$ cat config.mk
export PLATFORM = sky130hd
export DESIGN_NAME = lmem_strobes
export DESIGN_NICKNAME = d
export VERILOG_FILES = /design/src/lmem_pkg.sv /design/src/lmem_strobes.sv /design/src/rom_range_decode.sv
export SDC_FILE = /design/constraint.sdc
export NUM_CORES = 1
export LEC_CHECK = 0
export BUFFER_PORTS_ARGS = -buffer_cell sky130_fd_sc_hd__clkbuf_2
export CORE_ASPECT_RATIO = 0.5
export CORE_UTILIZATION = 43
export CTS_CLUSTER_SIZE = 10
export DETAILED_ROUTE_END_ITERATION = 10
export PLACE_DENSITY = 0.74
export RECOVER_POWER = 100
export SYNTH_ARGS = -nofsm -noshare
export SYNTH_HDL_FRONTEND = slang
export SYNTH_SLANG_ARGS = --single-unit
$ cat constraint.sdc
create_clock -name clk_i -period 1.6 [get_ports clk_i]
set_input_delay 0.16 -clock clk_i [delete_from_list [all_inputs] [get_ports clk_i]]
set_output_delay 0.16 -clock clk_i [all_outputs]
set_load 0.05 [all_outputs]
$ cat src/lmem_pkg.sv
// shared constants for the local-memory control strobes
package lmem_pkg;
    // memory cycle split into sixteenths
    localparam int unsigned CYCLE_TICKS    = 16;
    localparam logic [3:0]  SELECT_TICKS   = 4'h5;  // first 5/16ths: chip select
    localparam logic [3:0]  A13_START_TICK = 4'h4;  // final three-fourths: 12 of 16
    localparam logic [3:0]  LAST_TICK      = 4'hF;
    localparam logic [3:0]  WRITE_START    = 4'h5;  // strobe after address phase
    localparam logic [3:0]  WRITE_END      = 4'hE;  // released before data changes
    localparam int unsigned ADDR_W         = 21;
    localparam int unsigned A13_POS        = 13;
    localparam logic [20:0] ROM0_LO        = 21'h00_0010;
    localparam logic [20:0] ROM0_HI        = 21'h00_FFFF;
    localparam logic [20:0] ROM1_LO        = 21'h1F_0000;
    localparam logic [20:0] ROM1_HI        = 21'h1F_FFFF;
    localparam logic        RESET_OUT_IDLE = 1'b1;
    localparam logic        STROBE_IDLE    = 1'b1;
endpackage

$ cat src/lmem_strobes.sv
// local-memory reset, rom select and write strobe outputs
module lmem_strobes (
    input  wire logic                        clk_i,
    input  wire logic                        rst_i,
    input  wire logic                        adapter_reset_bit_i,
    input  wire logic                        system_reset_in_i,
    input  wire logic                        cycle_start_i,
    input  wire logic                        cycle_write_i,
    input  wire logic                        code_in_ram_i,
    input  wire logic                        burn_in_access_i,
    input  wire logic [lmem_pkg::ADDR_W-1:0] addr_i,
    input  wire logic [7:0]                  wdata_high_i,
    input  wire logic [7:0]                  wdata_low_i,
    output logic                             local_bus_reset_out_o,
    output logic                             rom_select_n_o,
    output logic                             address_latch_strobe_o,
    output logic                             write_strobe_n_o,
    output logic [7:0]                       data_bus_high_o,
    output logic [7:0]                       data_bus_low_o,
    output logic                             data_drive_o,
    output logic                             burnin_rom_select_o,
    output logic                             ext_addr_bit0_o,
    output logic                             ext_addr_bit2_o,
    output logic                             cycle_busy_o
);
    import lmem_pkg::*;

    typedef enum logic {IDLE, ACTIVE} cyc_state_t;

    cyc_state_t              state;
    cyc_state_t              next_state;
    logic [3:0]              tick;
    logic [3:0]              next_tick;
    logic [ADDR_W-1:0]       addr;
    logic [ADDR_W-1:0]       next_addr;
    logic                    wr;
    logic                    next_wr;
    logic                    burn_in_address;
    logic                    next_bia;
    logic [7:0]              dh;
    logic [7:0]              next_dh;
    logic [7:0]              dl;
    logic [7:0]              next_dl;
    logic                    rom_hit;
    logic                    next_reset_out;
    logic                    next_rom_n;
    logic                    next_ale;
    logic                    next_wr_n;
    logic                    next_drive;
    logic                    next_bia_sel;
    logic                    next_x0;
    logic                    next_x2;
    logic                    ntick_valid;

    rom_range_decode u_dec (
        .addr_i        (addr),
        .read_i        (!wr),
        .code_in_ram_i (code_in_ram_i),
        .rom_hit_o     (rom_hit)
    );

    // cycle sequencer: latches the request, then counts sixteen ticks
    always_comb begin
        next_state = state;
        next_tick  = tick;
        next_addr  = addr;
        next_wr    = wr;
        next_bia   = burn_in_address;
        next_dh    = dh;
        next_dl    = dl;
        case (state)
            IDLE: begin
                if (cycle_start_i) begin
                    next_state = ACTIVE;
                    next_tick  = 4'h0;
                    next_addr  = addr_i;
                    next_wr    = cycle_write_i;
                    next_bia   = burn_in_access_i;
                    next_dh    = wdata_high_i;
                    next_dl    = wdata_low_i;
                end
            end
            ACTIVE: begin
                next_tick = tick + 4'h1;
                if (tick == LAST_TICK) begin
                    next_state = IDLE;
                    next_tick  = 4'h0;
                end
            end
            default: begin
                next_state = IDLE;
                next_tick  = 4'h0;
            end
        endcase
        ntick_valid = (next_state == ACTIVE);
    end

    always_ff @(posedge clk_i) begin
        if (rst_i) begin
            state        <= IDLE;
            tick         <= 4'h0;
            addr         <= '0;
            wr           <= 1'b0;
            burn_in_address          <= 1'b0;
            dh           <= 8'h00;
            dl           <= 8'h00;
            cycle_busy_o <= 1'b0;
        end else begin
            state        <= next_state;
            tick         <= next_tick;
            addr         <= next_addr;
            wr           <= next_wr;
            burn_in_address          <= next_bia;
            dh           <= next_dh;
            dl           <= next_dl;
            cycle_busy_o <= ntick_valid;
        end
    end

    // reset to external glue: held low while either source is active
    always_comb begin
        next_reset_out = !RESET_OUT_IDLE;
        if (!adapter_reset_bit_i && !system_reset_in_i) begin
            next_reset_out = RESET_OUT_IDLE;
        end
    end

    always_ff @(posedge clk_i) begin
        if (rst_i) begin
            local_bus_reset_out_o <= !RESET_OUT_IDLE;
        end else begin
            local_bus_reset_out_o <= next_reset_out;
        end
    end

    // early part: chip select; late part: address bit for burn-in rom
    always_comb begin
        next_rom_n = 1'b1;
        // tick 0: address still entering the decoder, select held off
        if (ntick_valid && (next_tick != 4'h0) && (next_tick < SELECT_TICKS)) begin
            next_rom_n = !rom_hit;
        end
        // windows overlap at tick 4; the address bit wins there
        if (ntick_valid && (next_tick >= A13_START_TICK)) begin
            next_rom_n = next_addr[A13_POS];
        end
    end

    always_ff @(posedge clk_i) begin
        if (rst_i) begin
            rom_select_n_o <= 1'b1;
        end else begin
            rom_select_n_o <= next_rom_n;
        end
    end

    // latch strobe over the select window so glue can hold the select
    always_comb begin
        next_ale = ntick_valid && (next_tick >= 4'h1) && (next_tick < A13_START_TICK);
    end

    always_ff @(posedge clk_i) begin
        if (rst_i) begin
            address_latch_strobe_o <= 1'b0;
        end else begin
            address_latch_strobe_o <= next_ale;
        end
    end

    // write strobe and data bus
    always_comb begin
        next_wr_n = STROBE_IDLE;
        if (ntick_valid && next_wr && (next_tick >= WRITE_START) && (next_tick <= WRITE_END)) begin
            next_wr_n = !STROBE_IDLE;
        end
        // data driven from tick 1, four ticks before the strobe, until one tick after it so both edges see stable data
        next_drive = ntick_valid && next_wr && (next_tick >= 4'h1);
    end

    always_ff @(posedge clk_i) begin
        if (rst_i) begin
            write_strobe_n_o <= STROBE_IDLE;
            data_bus_high_o  <= 8'h00;
            data_bus_low_o   <= 8'h00;
            data_drive_o     <= 1'b0;
        end else begin
            write_strobe_n_o <= next_wr_n;
            data_bus_high_o  <= next_dh;
            data_bus_low_o   <= next_dl;
            data_drive_o     <= next_drive;
        end
    end

    // burn-in rom interface: select and ext address bits for the whole cycle
    always_comb begin
        next_bia_sel = ntick_valid && next_bia;
        next_x0      = ntick_valid && next_addr[0];
        next_x2      = ntick_valid && next_addr[2];
    end

    always_ff @(posedge clk_i) begin
        if (rst_i) begin
            burnin_rom_select_o <= 1'b0;
            ext_addr_bit0_o     <= 1'b0;
            ext_addr_bit2_o     <= 1'b0;
        end else begin
            burnin_rom_select_o <= next_bia_sel;
            ext_addr_bit0_o     <= next_x0;
            ext_addr_bit2_o     <= next_x2;
        end
    end
endmodule

$ cat src/rom_range_decode.sv
// boot rom address range decoder
module rom_range_decode (
    input  wire logic [lmem_pkg::ADDR_W-1:0] addr_i,
    input  wire logic                        read_i,
    input  wire logic                        code_in_ram_i,
    output logic                             rom_hit_o
);
    import lmem_pkg::*;
    logic in_range;
    always_comb begin
        in_range = ((addr_i >= ROM0_LO) && (addr_i <= ROM0_HI)) ||
                   ((addr_i >= ROM1_LO) && (addr_i <= ROM1_HI));
        rom_hit_o = in_range && read_i && !code_in_ram_i;
    end
endmodule
==> impl_metrics.py, run 1 <==
metrics = {
    "run_status": {
        "status": "finished clean",
    },
    "routing": {
        "viasPerCell": 4.96,
        "vias": 1720,
        "drtIter0Drc": 63,
        "routed_wl_mm": 4.11,
        "ant_nets": 0,
        "drc": 0,
        "dr.pass1.iters": 4,
        "wl_per_cell_microns": 11.8,
    },
    "placed_design": {
        "port_buffers": 67,
        "hpwl_mm": 2.88,
        "dp_cells": 339,
        "gp_congestion": 0.820,
    },
    "timing": {
        "setup_violations": 0,
        "worst_pin_slew_ns": 0.860,
        "finalClockSkew_ns": 0.00449,
        "fmax_mhz": 647,
        "relSlewSlack": 0.427,
        "drv_slew": 0,
        "hold_viol_final": 0,
        "period_needed_ns": 1.55,
        "min_period_over_period": 0.966,
    },
    "yosys": {
        "syn-instance-count": 223,
        "synth_cell_types": 31,
        "synth_warnings": 0,
        "syn_area_sq_um": 1850,
        "avgSynthCellArea_sq_um": 8.28,
        "yosysSeqAreaShare": 0.542,
        "synthTopCellsByArea": "dfxtp_1 (54%), nand2_1 (15%), a21oi_1 (10%)",
        "synth_fp_nets": 269,
        "yosys.area.top_type": "dfxtp_1",
        "yosysTopAreaCellShare": 0.542,
        "synth_seq_cells": 50,
    },
    "floorplanning": {
        "die_x_microns": 94.7,
        "start_util": 0.461,
        "pin_count": 70,
        "dieArea_sq_um": 4570,
        "die_y_microns": 48.3,
        "fp-row-count": 16,
        "coreArea_sq_um": 4000,
    },
    "pwr": {
        "max-vdd-ir-drop_v": 0.000383,
        "p_leak_nw": 0.952,
        "p_total_w": 0.00264,
        "power_density_nw_per_um2": 1130,
    },
    "finish": {
        "syn2layout_area_growth_pct": 26.6,
        "stdcell_count": 347,
        "nets": 338,
        "num_antenna_cells": 0,
        "mostFrequentLayoutCells": "nand2_1 (75), dfxtp_1 (47), clkbuf_2 (43), a21oi_1 (37), clkbuf_1 (26)",
        "finish.utilization": 0.584,
        "drive_gt1_frac": 0.232,
        "layout_commonest_cell": "nand2_1",
    },
    "clock_network": {
        "cts-root-buf": "clkbuf_8",
        "cts_buffers": 5,
        "htreeDepth": 2,
        "cts_tree": "built",
        "postCtsHoldBufs": 0,
        "cts_sinks": 50,
        "clk_latency_ns": 0.30,
        "clk_path_buf_depth": 2,
        "path_clk_slew_ns": 0.09,
    },
    "flow_run": {
        "drv_cap": 0,
    },
    "global_routing": {
        "grt_pass1_vias": 1592,
        "gr-total-overflow": 0,
        "antenna_found_initial": 0,
        "grtUsageTotal": 0.186,
        "grt_pass1_wl_mm": 6.65,
        "grt_max_degree": 45,
    },
    "worst_setup_path": {
        "start_kind": "flop",
        "arrival_ns": 1.73,
        "crit_fanout": 5,
        "end_kind": "flop",
        "path_class": "flop to flop",
        "critical_path_required_ns": 1.79,
    },
    "worst_hold_path": {
        "min_path_type": "primary input to flop",
    },
}
-- critical path: stages (launching register included) --
cell	delay (ns)
dfxtp_2	0.38
ha_2	0.24
buf_4	0.13
a21oi_1	0.04
o211ai_1	0.18
o21ai_1	0.14
nor3_1	0.24
o21ai_1	0.08
-- per-stage QoR --
step / setup TNS, ns / setup WS [ns] / hold slack, ns / instance area [sq um]
after floorplan: 0 / 0.0892 / 0.237 / 1850
after global placement: 0 / 0.0929 / 0.321 / 2250
after global routing: -0.00881 / -0.00881 / 0.00164 / 2340
after CTS: 0 / 0.0233 / 0.00401 / 2360
after detailed placement: 0 / 0.0174 / 0.329 / 2250
final: 0 / 0.0542 / 0.00744 / 2340
-- kinds of logic after synthesis --
family | share of synthesized area
adders and majority gates | 0.00678
muxes | 0.00542
xor gates and xnor gates | 0.00475
AOI/OAI and AO/OA | 0.146
and+or+nand+nor | 0.256
DFF | 0.542
buffers and inverters | 0.0380
-- timing repair --
action | 4_1_cts | 5_1_grt
endpoints found under the setup margin | 1 | 3
resized for setup | 1 | 7
setup buffers | 0 | 0
-- per-layer routing --
layer,GRT usage,part of all wire
met3,0.0425,0.039
met5,0,0
met4,0.0606,0.011
met2,0.327,0.50
met1,0.225,0.45
-- Yosys cell counts (all sizes together) --
cell	instances
and4	1
nand2	75
nor3	4
nor4	5
a21oi	38
o21a	1
o211ai	1
xor2	1
and2	1
nor2	8
buf	10
nand3b	1
a211oi	1
o21ai	2
ha	1
or4	1
dfxtp	50
nand3	3
clkbuf	4
a22oi	3
o31a	1
a31oi	2
mux2i	1
nor2b	7
nand2b	1
-- cell type report --
cell class,count,area [sq um]
Timing Repair Buffer,76,369
Clock buffer,6,72.6
Clock inverter,2,37.5
Multi-Input combinational cell,159,786
Sequential cell,50,1000
Tap cell,54,67.6
Fill cell,385,1670
-- flip-flops by register name (all words and copies together) (netlist names) --
signal	flops
address_latch_strobe_o	1
data_drive_o	1
data_bus_low_o	8
burn_in_address	1
tick	4
ext_addr_bit2_o	1
local_bus_reset_out_o	1
addr	19
state	1
rom_select_n_o	1
write_strobe_n_o	1
wr	1
ext_addr_bit0_o	1
burnin_rom_select_o	1
data_bus_high_o	8
-- power breakdown --
| part | switching [W] | leakage, nW | total, W | internal [W] |
|---|---|---|---|---|
| sequential | 0.0000411 | 0.411 | 0.00135 | 0.00131 |
| clock | 0.000413 | 0.0514 | 0.000879 | 0.000467 |
| combinational | 0.000277 | 0.490 | 0.000409 | 0.000132 |
-- worst paths after layout --
kind / from / end / slack (ns) / cells past startpoint
worst max-delay path: tick[0] / write_strobe_n_o / 0.05 / 7
worst min-delay path: adapter_reset_bit_i / local_bus_reset_out_o / 0.007 / 2
worst max register to register: tick[0] / write_strobe_n_o / 0.05 / 7
worst min register to register: data_bus_high_o[2] / data_bus_high_o[2] / 0.46 / 2
No activity file was read; power rests on OpenSTA's default activity.
==> inputs of run 2 (changes only) <==
--- a/config.mk
+++ b/config.mk
@@ -7,11 +7,12 @@
 export LEC_CHECK = 0
 export BUFFER_PORTS_ARGS = -buffer_cell sky130_fd_sc_hd__clkbuf_2
 export CORE_ASPECT_RATIO = 0.5
-export CORE_UTILIZATION = 43
+export CORE_UTILIZATION = 44
 export CTS_CLUSTER_SIZE = 10
 export DETAILED_ROUTE_END_ITERATION = 10
 export PLACE_DENSITY = 0.74
 export RECOVER_POWER = 100
 export SYNTH_ARGS = -nofsm -noshare
 export SYNTH_HDL_FRONTEND = slang
+export SYNTH_HIERARCHICAL = 1
 export SYNTH_SLANG_ARGS = --single-unit
==> run 2 against run 1 <==
Effect of this change: clock power is 2.7% lower; flip-flop and latch count stayed put; sequential share of layout area is 1.4 points lower; largest cell class unchanged; count of clock-buffer cells in the layout is 1 higher; synthesized cell count is 4.9% higher; clock skew is 0.0024 ns higher.
==> impl_metrics.py, run 2 <==
metrics = {
    "placed_design": {
        "gp_congestion": 0.822,
        "place_area_sq_um": 2330,
        "dp_cells": 345,
        "port_buffers": 67,
        "hpwl_mm": 2.94,
    },
    "worst_setup_path": {
        "end_kind": "flop",
        "path_class": "flop to flop",
        "slowest_delay_ns": 0.43,
        "startpoint": "tick[0]",
        "crit_slowest_cell": "dfxtp_1",
        "cp_cell_sequence": "ha_4, xor2_1, a31oi_1, or4_1, o211ai_1",
        "start_kind": "flop",
        "crit_fanout": 5,
        "arrival_ns": 1.74,
        "critical_path_required_ns": 1.82,
        "timing.rr.start": "tick[0]",
    },
    "finish": {
        "syn2layout_area_growth_pct": 23.8,
        "nets": 345,
        "num_antenna_cells": 0,
        "layout_commonest_cell": "nand2_1",
        "finish.utilization": 0.594,
        "stdcell_count": 354,
        "reg_top3": "addr: 19 flops, data_bus_high_o: 8 flops, data_bus_low_o: 8 flops",
        "final_area_sq_um": 2410,
        "largest_reg_flops": 19,
        "top_register": "addr",
        "mostFrequentLayoutCells": "nand2_1 (71), dfxtp_1 (48), clkbuf_2 (42), a21oi_1 (40), clkbuf_1 (28)",
        "drive_gt1_frac": 0.223,
    },
    "yosys": {
        "synth_fp_nets": 280,
        "avgSynthCellArea_sq_um": 8.34,
        "synth_warnings": 6,
        "syn_area_sq_um": 1950,
        "syn-instance-count": 234,
    },
    "floorplanning": {
        "die_y_microns": 49.1,
        "pin_count": 70,
        "dieArea_sq_um": 4720,
        "coreArea_sq_um": 4060,
        "fp-row-count": 16,
        "start_util": 0.480,
        "die_x_microns": 96.2,
    },
    "clock_network": {
        "cts_sinks": 50,
        "cts_tree": "built",
        "clk_latency_ns": 0.30,
        "cts-root-buf": "clkbuf_8",
        "clk_path_buf_depth": 2,
        "htreeDepth": 2,
        "cts_buffers": 5,
        "path_clk_slew_ns": 0.08,
    },
    "routing": {
        "routed_wl_mm": 4.08,
        "ant_nets": 0,
        "wl_per_cell_microns": 11.5,
        "dr.pass1.iters": 5,
        "viasPerCell": 4.98,
        "vias": 1763,
        "drc": 0,
        "drtIter0Drc": 75,
    },
    "timing": {
        "setup_tns_ns": 0,
        "fmax_mhz": 661,
        "setup_violations": 0,
        "hold_viol_final": 0,
        "drv_slew": 0,
        "relSlewSlack": 0.359,
        "period_needed_ns": 1.51,
        "worst_pin_slew_ns": 0.961,
        "finalClockSkew_ns": 0.00689,
        "min_period_over_period": 0.946,
        "rsz0062_at_grt": "no",
    },
    "global_routing": {
        "antenna_found_initial": 0,
        "grt_max_degree": 29,
        "gr-total-overflow": 0,
        "grtUsageTotal": 0.189,
        "grt_pass1_wl_mm": 6.93,
        "grt_pass1_vias": 1657,
    },
    "pwr": {
        "max-vdd-ir-drop_v": 0.000542,
        "power_density_nw_per_um2": 1090,
        "p_leak_nw": 0.973,
        "p_total_w": 0.00264,
    },
    "flow_run": {
        "drv_cap": 0,
    },
    "worst_hold_path": {
        "hp-start": "system_reset_in_i",
        "min_path_type": "primary input to flop",
    },
    "run_status": {
        "status": "finished clean",
    },
}
==> run 2: cell type report <==
type / count / area, sq um
Fill cell: 379 / 1650
Timing Repair Buffer: 73 / 348
Clock buffer: 7 / 76.3
Sequential cell: 50 / 1000
Inverter: 5 / 18.8
Tap cell: 54 / 67.6
Multi-Input combinational cell: 164 / 871
Clock inverter: 1 / 30.0
==> run 2: metrics by stage <==
stage / setup WS, ns / hold WS (ns)
2_1_floorplan: 0.127 / 0.237
3_3_place_gp: 0.0437 / 0.325
3_5_place_dp: 0.0225 / 0.325
4_1_cts: 0.0391 / 0.00362
5_1_grt: 0.0131 / 0.00601
6_report: 0.0867 / 0.0131
==> run 2: worst max-delay path, delay by kind of cell (launching register included) <==
family	cells	cell delay, ns
simple gates	1	0.42
flops	1	0.43
fa+ha+maj	1	0.20
xor+xnor	1	0.18
compound gates	2	0.21
==> run 2: final timing paths <==
| kind | slack (ns) | cells after the start | endpoint |
|---|---|---|---|
| hold / removal | 0.01 | 2 | local_bus_reset_out_o |
| hold reg to reg | 0.46 | 2 | data_bus_high_o[1] |
| setup / recovery | 0.09 | 5 | write_strobe_n_o |
| setup reg to reg | 0.09 | 5 | write_strobe_n_o |
==> run 2: power breakdown <==
part           leakage [nW]  switching, W  internal [W]  total, W
Sequential            0.411     0.0000474       0.00132   0.00136
Clock                0.0524      0.000387      0.000468  0.000855
Combinational         0.510      0.000285      0.000142  0.000427
Total                 0.973      0.000719       0.00192   0.00264
==> run 2: what timing repair did <==
action / in CTS / in global routing
hold buffers: 1 / 0
setup buffers: 0 / 0
setup endpoints to repair: 2 / 2
endpoints found under the hold margin: 1 / 0
resized for setup: 2 / 2
==> run 2: layer usage <==
layer	share of wire	global-route usage	up-vias
li1	-	-	912
met1	0.46	0.224	808
met2	0.49	0.327	36
met3	0.039	0.0483	7
met4	0.017	0.0746	0
met5	0	0	-
==> inputs of run 3 (changes only) <==
--- a/config.mk
+++ b/config.mk
@@ -10,6 +10,7 @@
 export CORE_UTILIZATION = 44
 export CTS_CLUSTER_SIZE = 10
 export DETAILED_ROUTE_END_ITERATION = 10
+export GPL_TIMING_DRIVEN = 0
 export PLACE_DENSITY = 0.74
 export RECOVER_POWER = 100
 export SYNTH_ARGS = -nofsm -noshare
==> run 3 against run 2 <==
Effect of this change: die area stayed put; sequential power about the same; fmax is 1.2% higher; via count is 1.4% higher; worst hold slack got worse by 0.0031 ns; setup slack better by 0.019 ns; routed wire length up 1.7%; final area is 0.93% higher; non-clock buffer count is 9 higher; count of clock-buffer cells in the layout is 1 lower; flip-flop and latch count unchanged; largest power group unchanged.
==> impl_metrics.py, run 3 (synthesis gave the netlist of run 2 again) <==
metrics = {
    "routing": {
        "wl_per_cell_microns": 11.4,
        "viasPerCell": 4.92,
        "ant_nets": 0,
        "highest_layer": "met4",
        "dr.pass1.iters": 4,
        "drtIter0Drc": 41,
        "met3_length_microns": 158,
        "vias": 1787,
        "routed_wl_mm": 4.15,
        "drt-met1-wl_mm": 1.95,
        "wl_met2_mm": 2.00,
        "drc": 0,
    },
    "floorplanning": {
        "die_y_microns": 49.1,
        "coreArea_sq_um": 4060,
        "fp-row-count": 16,
        "pin_count": 70,
        "die_x_microns": 96.2,
        "dieArea_sq_um": 4720,
        "start_util": 0.480,
    },
    "global_routing": {
        "grtUsageTotal": 0.193,
        "gr-total-overflow": 0,
        "grt_pass1_vias": 1681,
        "grt_pass1_wl_mm": 7.09,
        "antenna_found_initial": 0,
        "grt_max_degree": 16,
    },
    "finish": {
        "layout_commonest_cell": "nand2_1",
        "mostFrequentLayoutCells": "nand2_1 (71), dfxtp_1 (47), clkbuf_2 (43), a21oi_1 (40), clkbuf_1 (32)",
        "drive_gt1_frac": 0.230,
        "nets": 354,
        "largest_reg_flops": 19,
        "reg_top3": "addr: 19 flops, data_bus_high_o: 8 flops, data_bus_low_o: 8 flops",
        "top_register": "addr",
        "syn2layout_area_growth_pct": 25.0,
        "num_antenna_cells": 0,
    },
    "worst_setup_path": {
        "arrival_ns": 1.71,
        "crit_fanout": 5,
        "critical_path_required_ns": 1.82,
        "path_class": "flop to flop",
        "crit_slowest_cell": "or4_1",
        "crit_family": "simple AND/OR/NAND/NOR gates",
        "path_buf_inv": 0,
        "start_kind": "flop",
        "cp_cell_sequence": "ha_4, nand3_2, a31oi_2, or4_1, o211ai_1",
        "end_kind": "flop",
        "slowest_delay_ns": 0.54,
    },
    "timing": {
        "min_period_over_period": 0.934,
        "finalClockSkew_ns": 0.00620,
        "period_needed_ns": 1.49,
        "fmax_mhz": 669,
        "hold_viol_final": 0,
        "drv_slew": 0,
        "setup_tns_ns": 0,
        "relSlewSlack": 0.601,
        "worst_pin_slew_ns": 0.601,
        "final.setup.worst_slack_ns": 0.105,
        "rsz0062_at_grt": "no",
        "setup_violations": 0,
    },
    "clock_network": {
        "cts-root-buf": "clkbuf_8",
        "path_clk_slew_ns": 0.09,
        "cts_buffers": 5,
        "cts_tree": "built",
        "cts_sinks": 50,
        "clk_latency_ns": 0.30,
        "post_cts.repair.setup_buffers": 0,
        "htreeDepth": 2,
        "clk_path_buf_depth": 2,
    },
    "placed_design": {
        "port_buffers": 66,
        "hpwl_mm": 3.14,
        "gp_congestion": 0.799,
        "place_ws_ns": -0.0149,
    },
    "pwr": {
        "power_density_nw_per_um2": 1050,
        "p_leak_nw": 0.989,
        "max-vdd-ir-drop_v": 0.000406,
    },
    "worst_hold_path": {
        "min_path_type": "primary input to flop",
    },
    "flow_run": {
        "drv_cap": 0,
    },
    "run_status": {
        "status": "finished clean",
    },
}
-- run 3: cell types whose count changed in the layout (fill, tap and decap cells not counted), sizes merged --
cell      before  now
bufinv         1    0
buf            2    6
clkbuf        77   81
clkinv         0    1
clkinvlp       0    1
-- run 3: worst register-to-register path, cell delays in order (launching register included) --
cell and delay [ns]:
dfxtp_2 0.36, ha_4 0.18, nand3_2 0.07, a31oi_2 0.14
or4_1 0.54, o211ai_1 0.11
-- run 3: routing by layer --
metal  vias up  global-route usage
met3         5              0.0467
met1       817               0.244
met5         -                   0
met4         0              0.0522
li1        929                   -
met2        36               0.326
-- run 3: worst paths after layout --
| kind | from | end | slack [ns] | cells after the start |
|---|---|---|---|---|
| worst max-delay path | tick[1] | write_strobe_n_o | 0.11 | 5 |
| worst min-delay path | system_reset_in_i | local_bus_reset_out_o | 0.01 | 2 |
| worst max register to register | tick[1] | write_strobe_n_o | 0.11 | 5 |
| worst min register to register | data_bus_low_o[4] | data_bus_low_o[4] | 0.46 | 2 |
-- run 3: timing repair --
item                       CTS  global route
hold buffers                 1             0
resized for setup            2             5
setup endpoints to repair    3             4
hold endpoints to repair     1             0
-- run 3: final cells by class --
cell class,instances,area [sq um]
Tap cell,54,67.6
Clock buffer,6,82.6
Sequential cell,50,1000
Buffer,15,77.6
Clock inverter,2,12.5
Fill cell,376,1630
Inverter,5,18.8
Timing Repair Buffer,67,309
Multi-Input combinational cell,164,865
-- run 3: stage by stage --
stage	hold WS, ns	instances	power (W)	util	cell area, sq um
global placement	0.325	354	0.00182	0.578	2350
finish	0.00998	363	0.00255	0.600	2440
global route	0.00905	363	0.00268	0.600	2440
detailed placement	0.325	354	0.00183	0.578	2350
floorplan	0.237	234	0.00170	-	1950
CTS	0.00218	363	0.00259	0.607	2470
-- run 3: power breakdown --
| part | internal (W) | switching (W) |
|---|---|---|
| Sequential | 0.00132 | 0.0000435 |
| Combinational | 0.000146 | 0.000293 |
| Clock | 0.000348 | 0.000407 |
| Total | 0.00181 | 0.000744 |
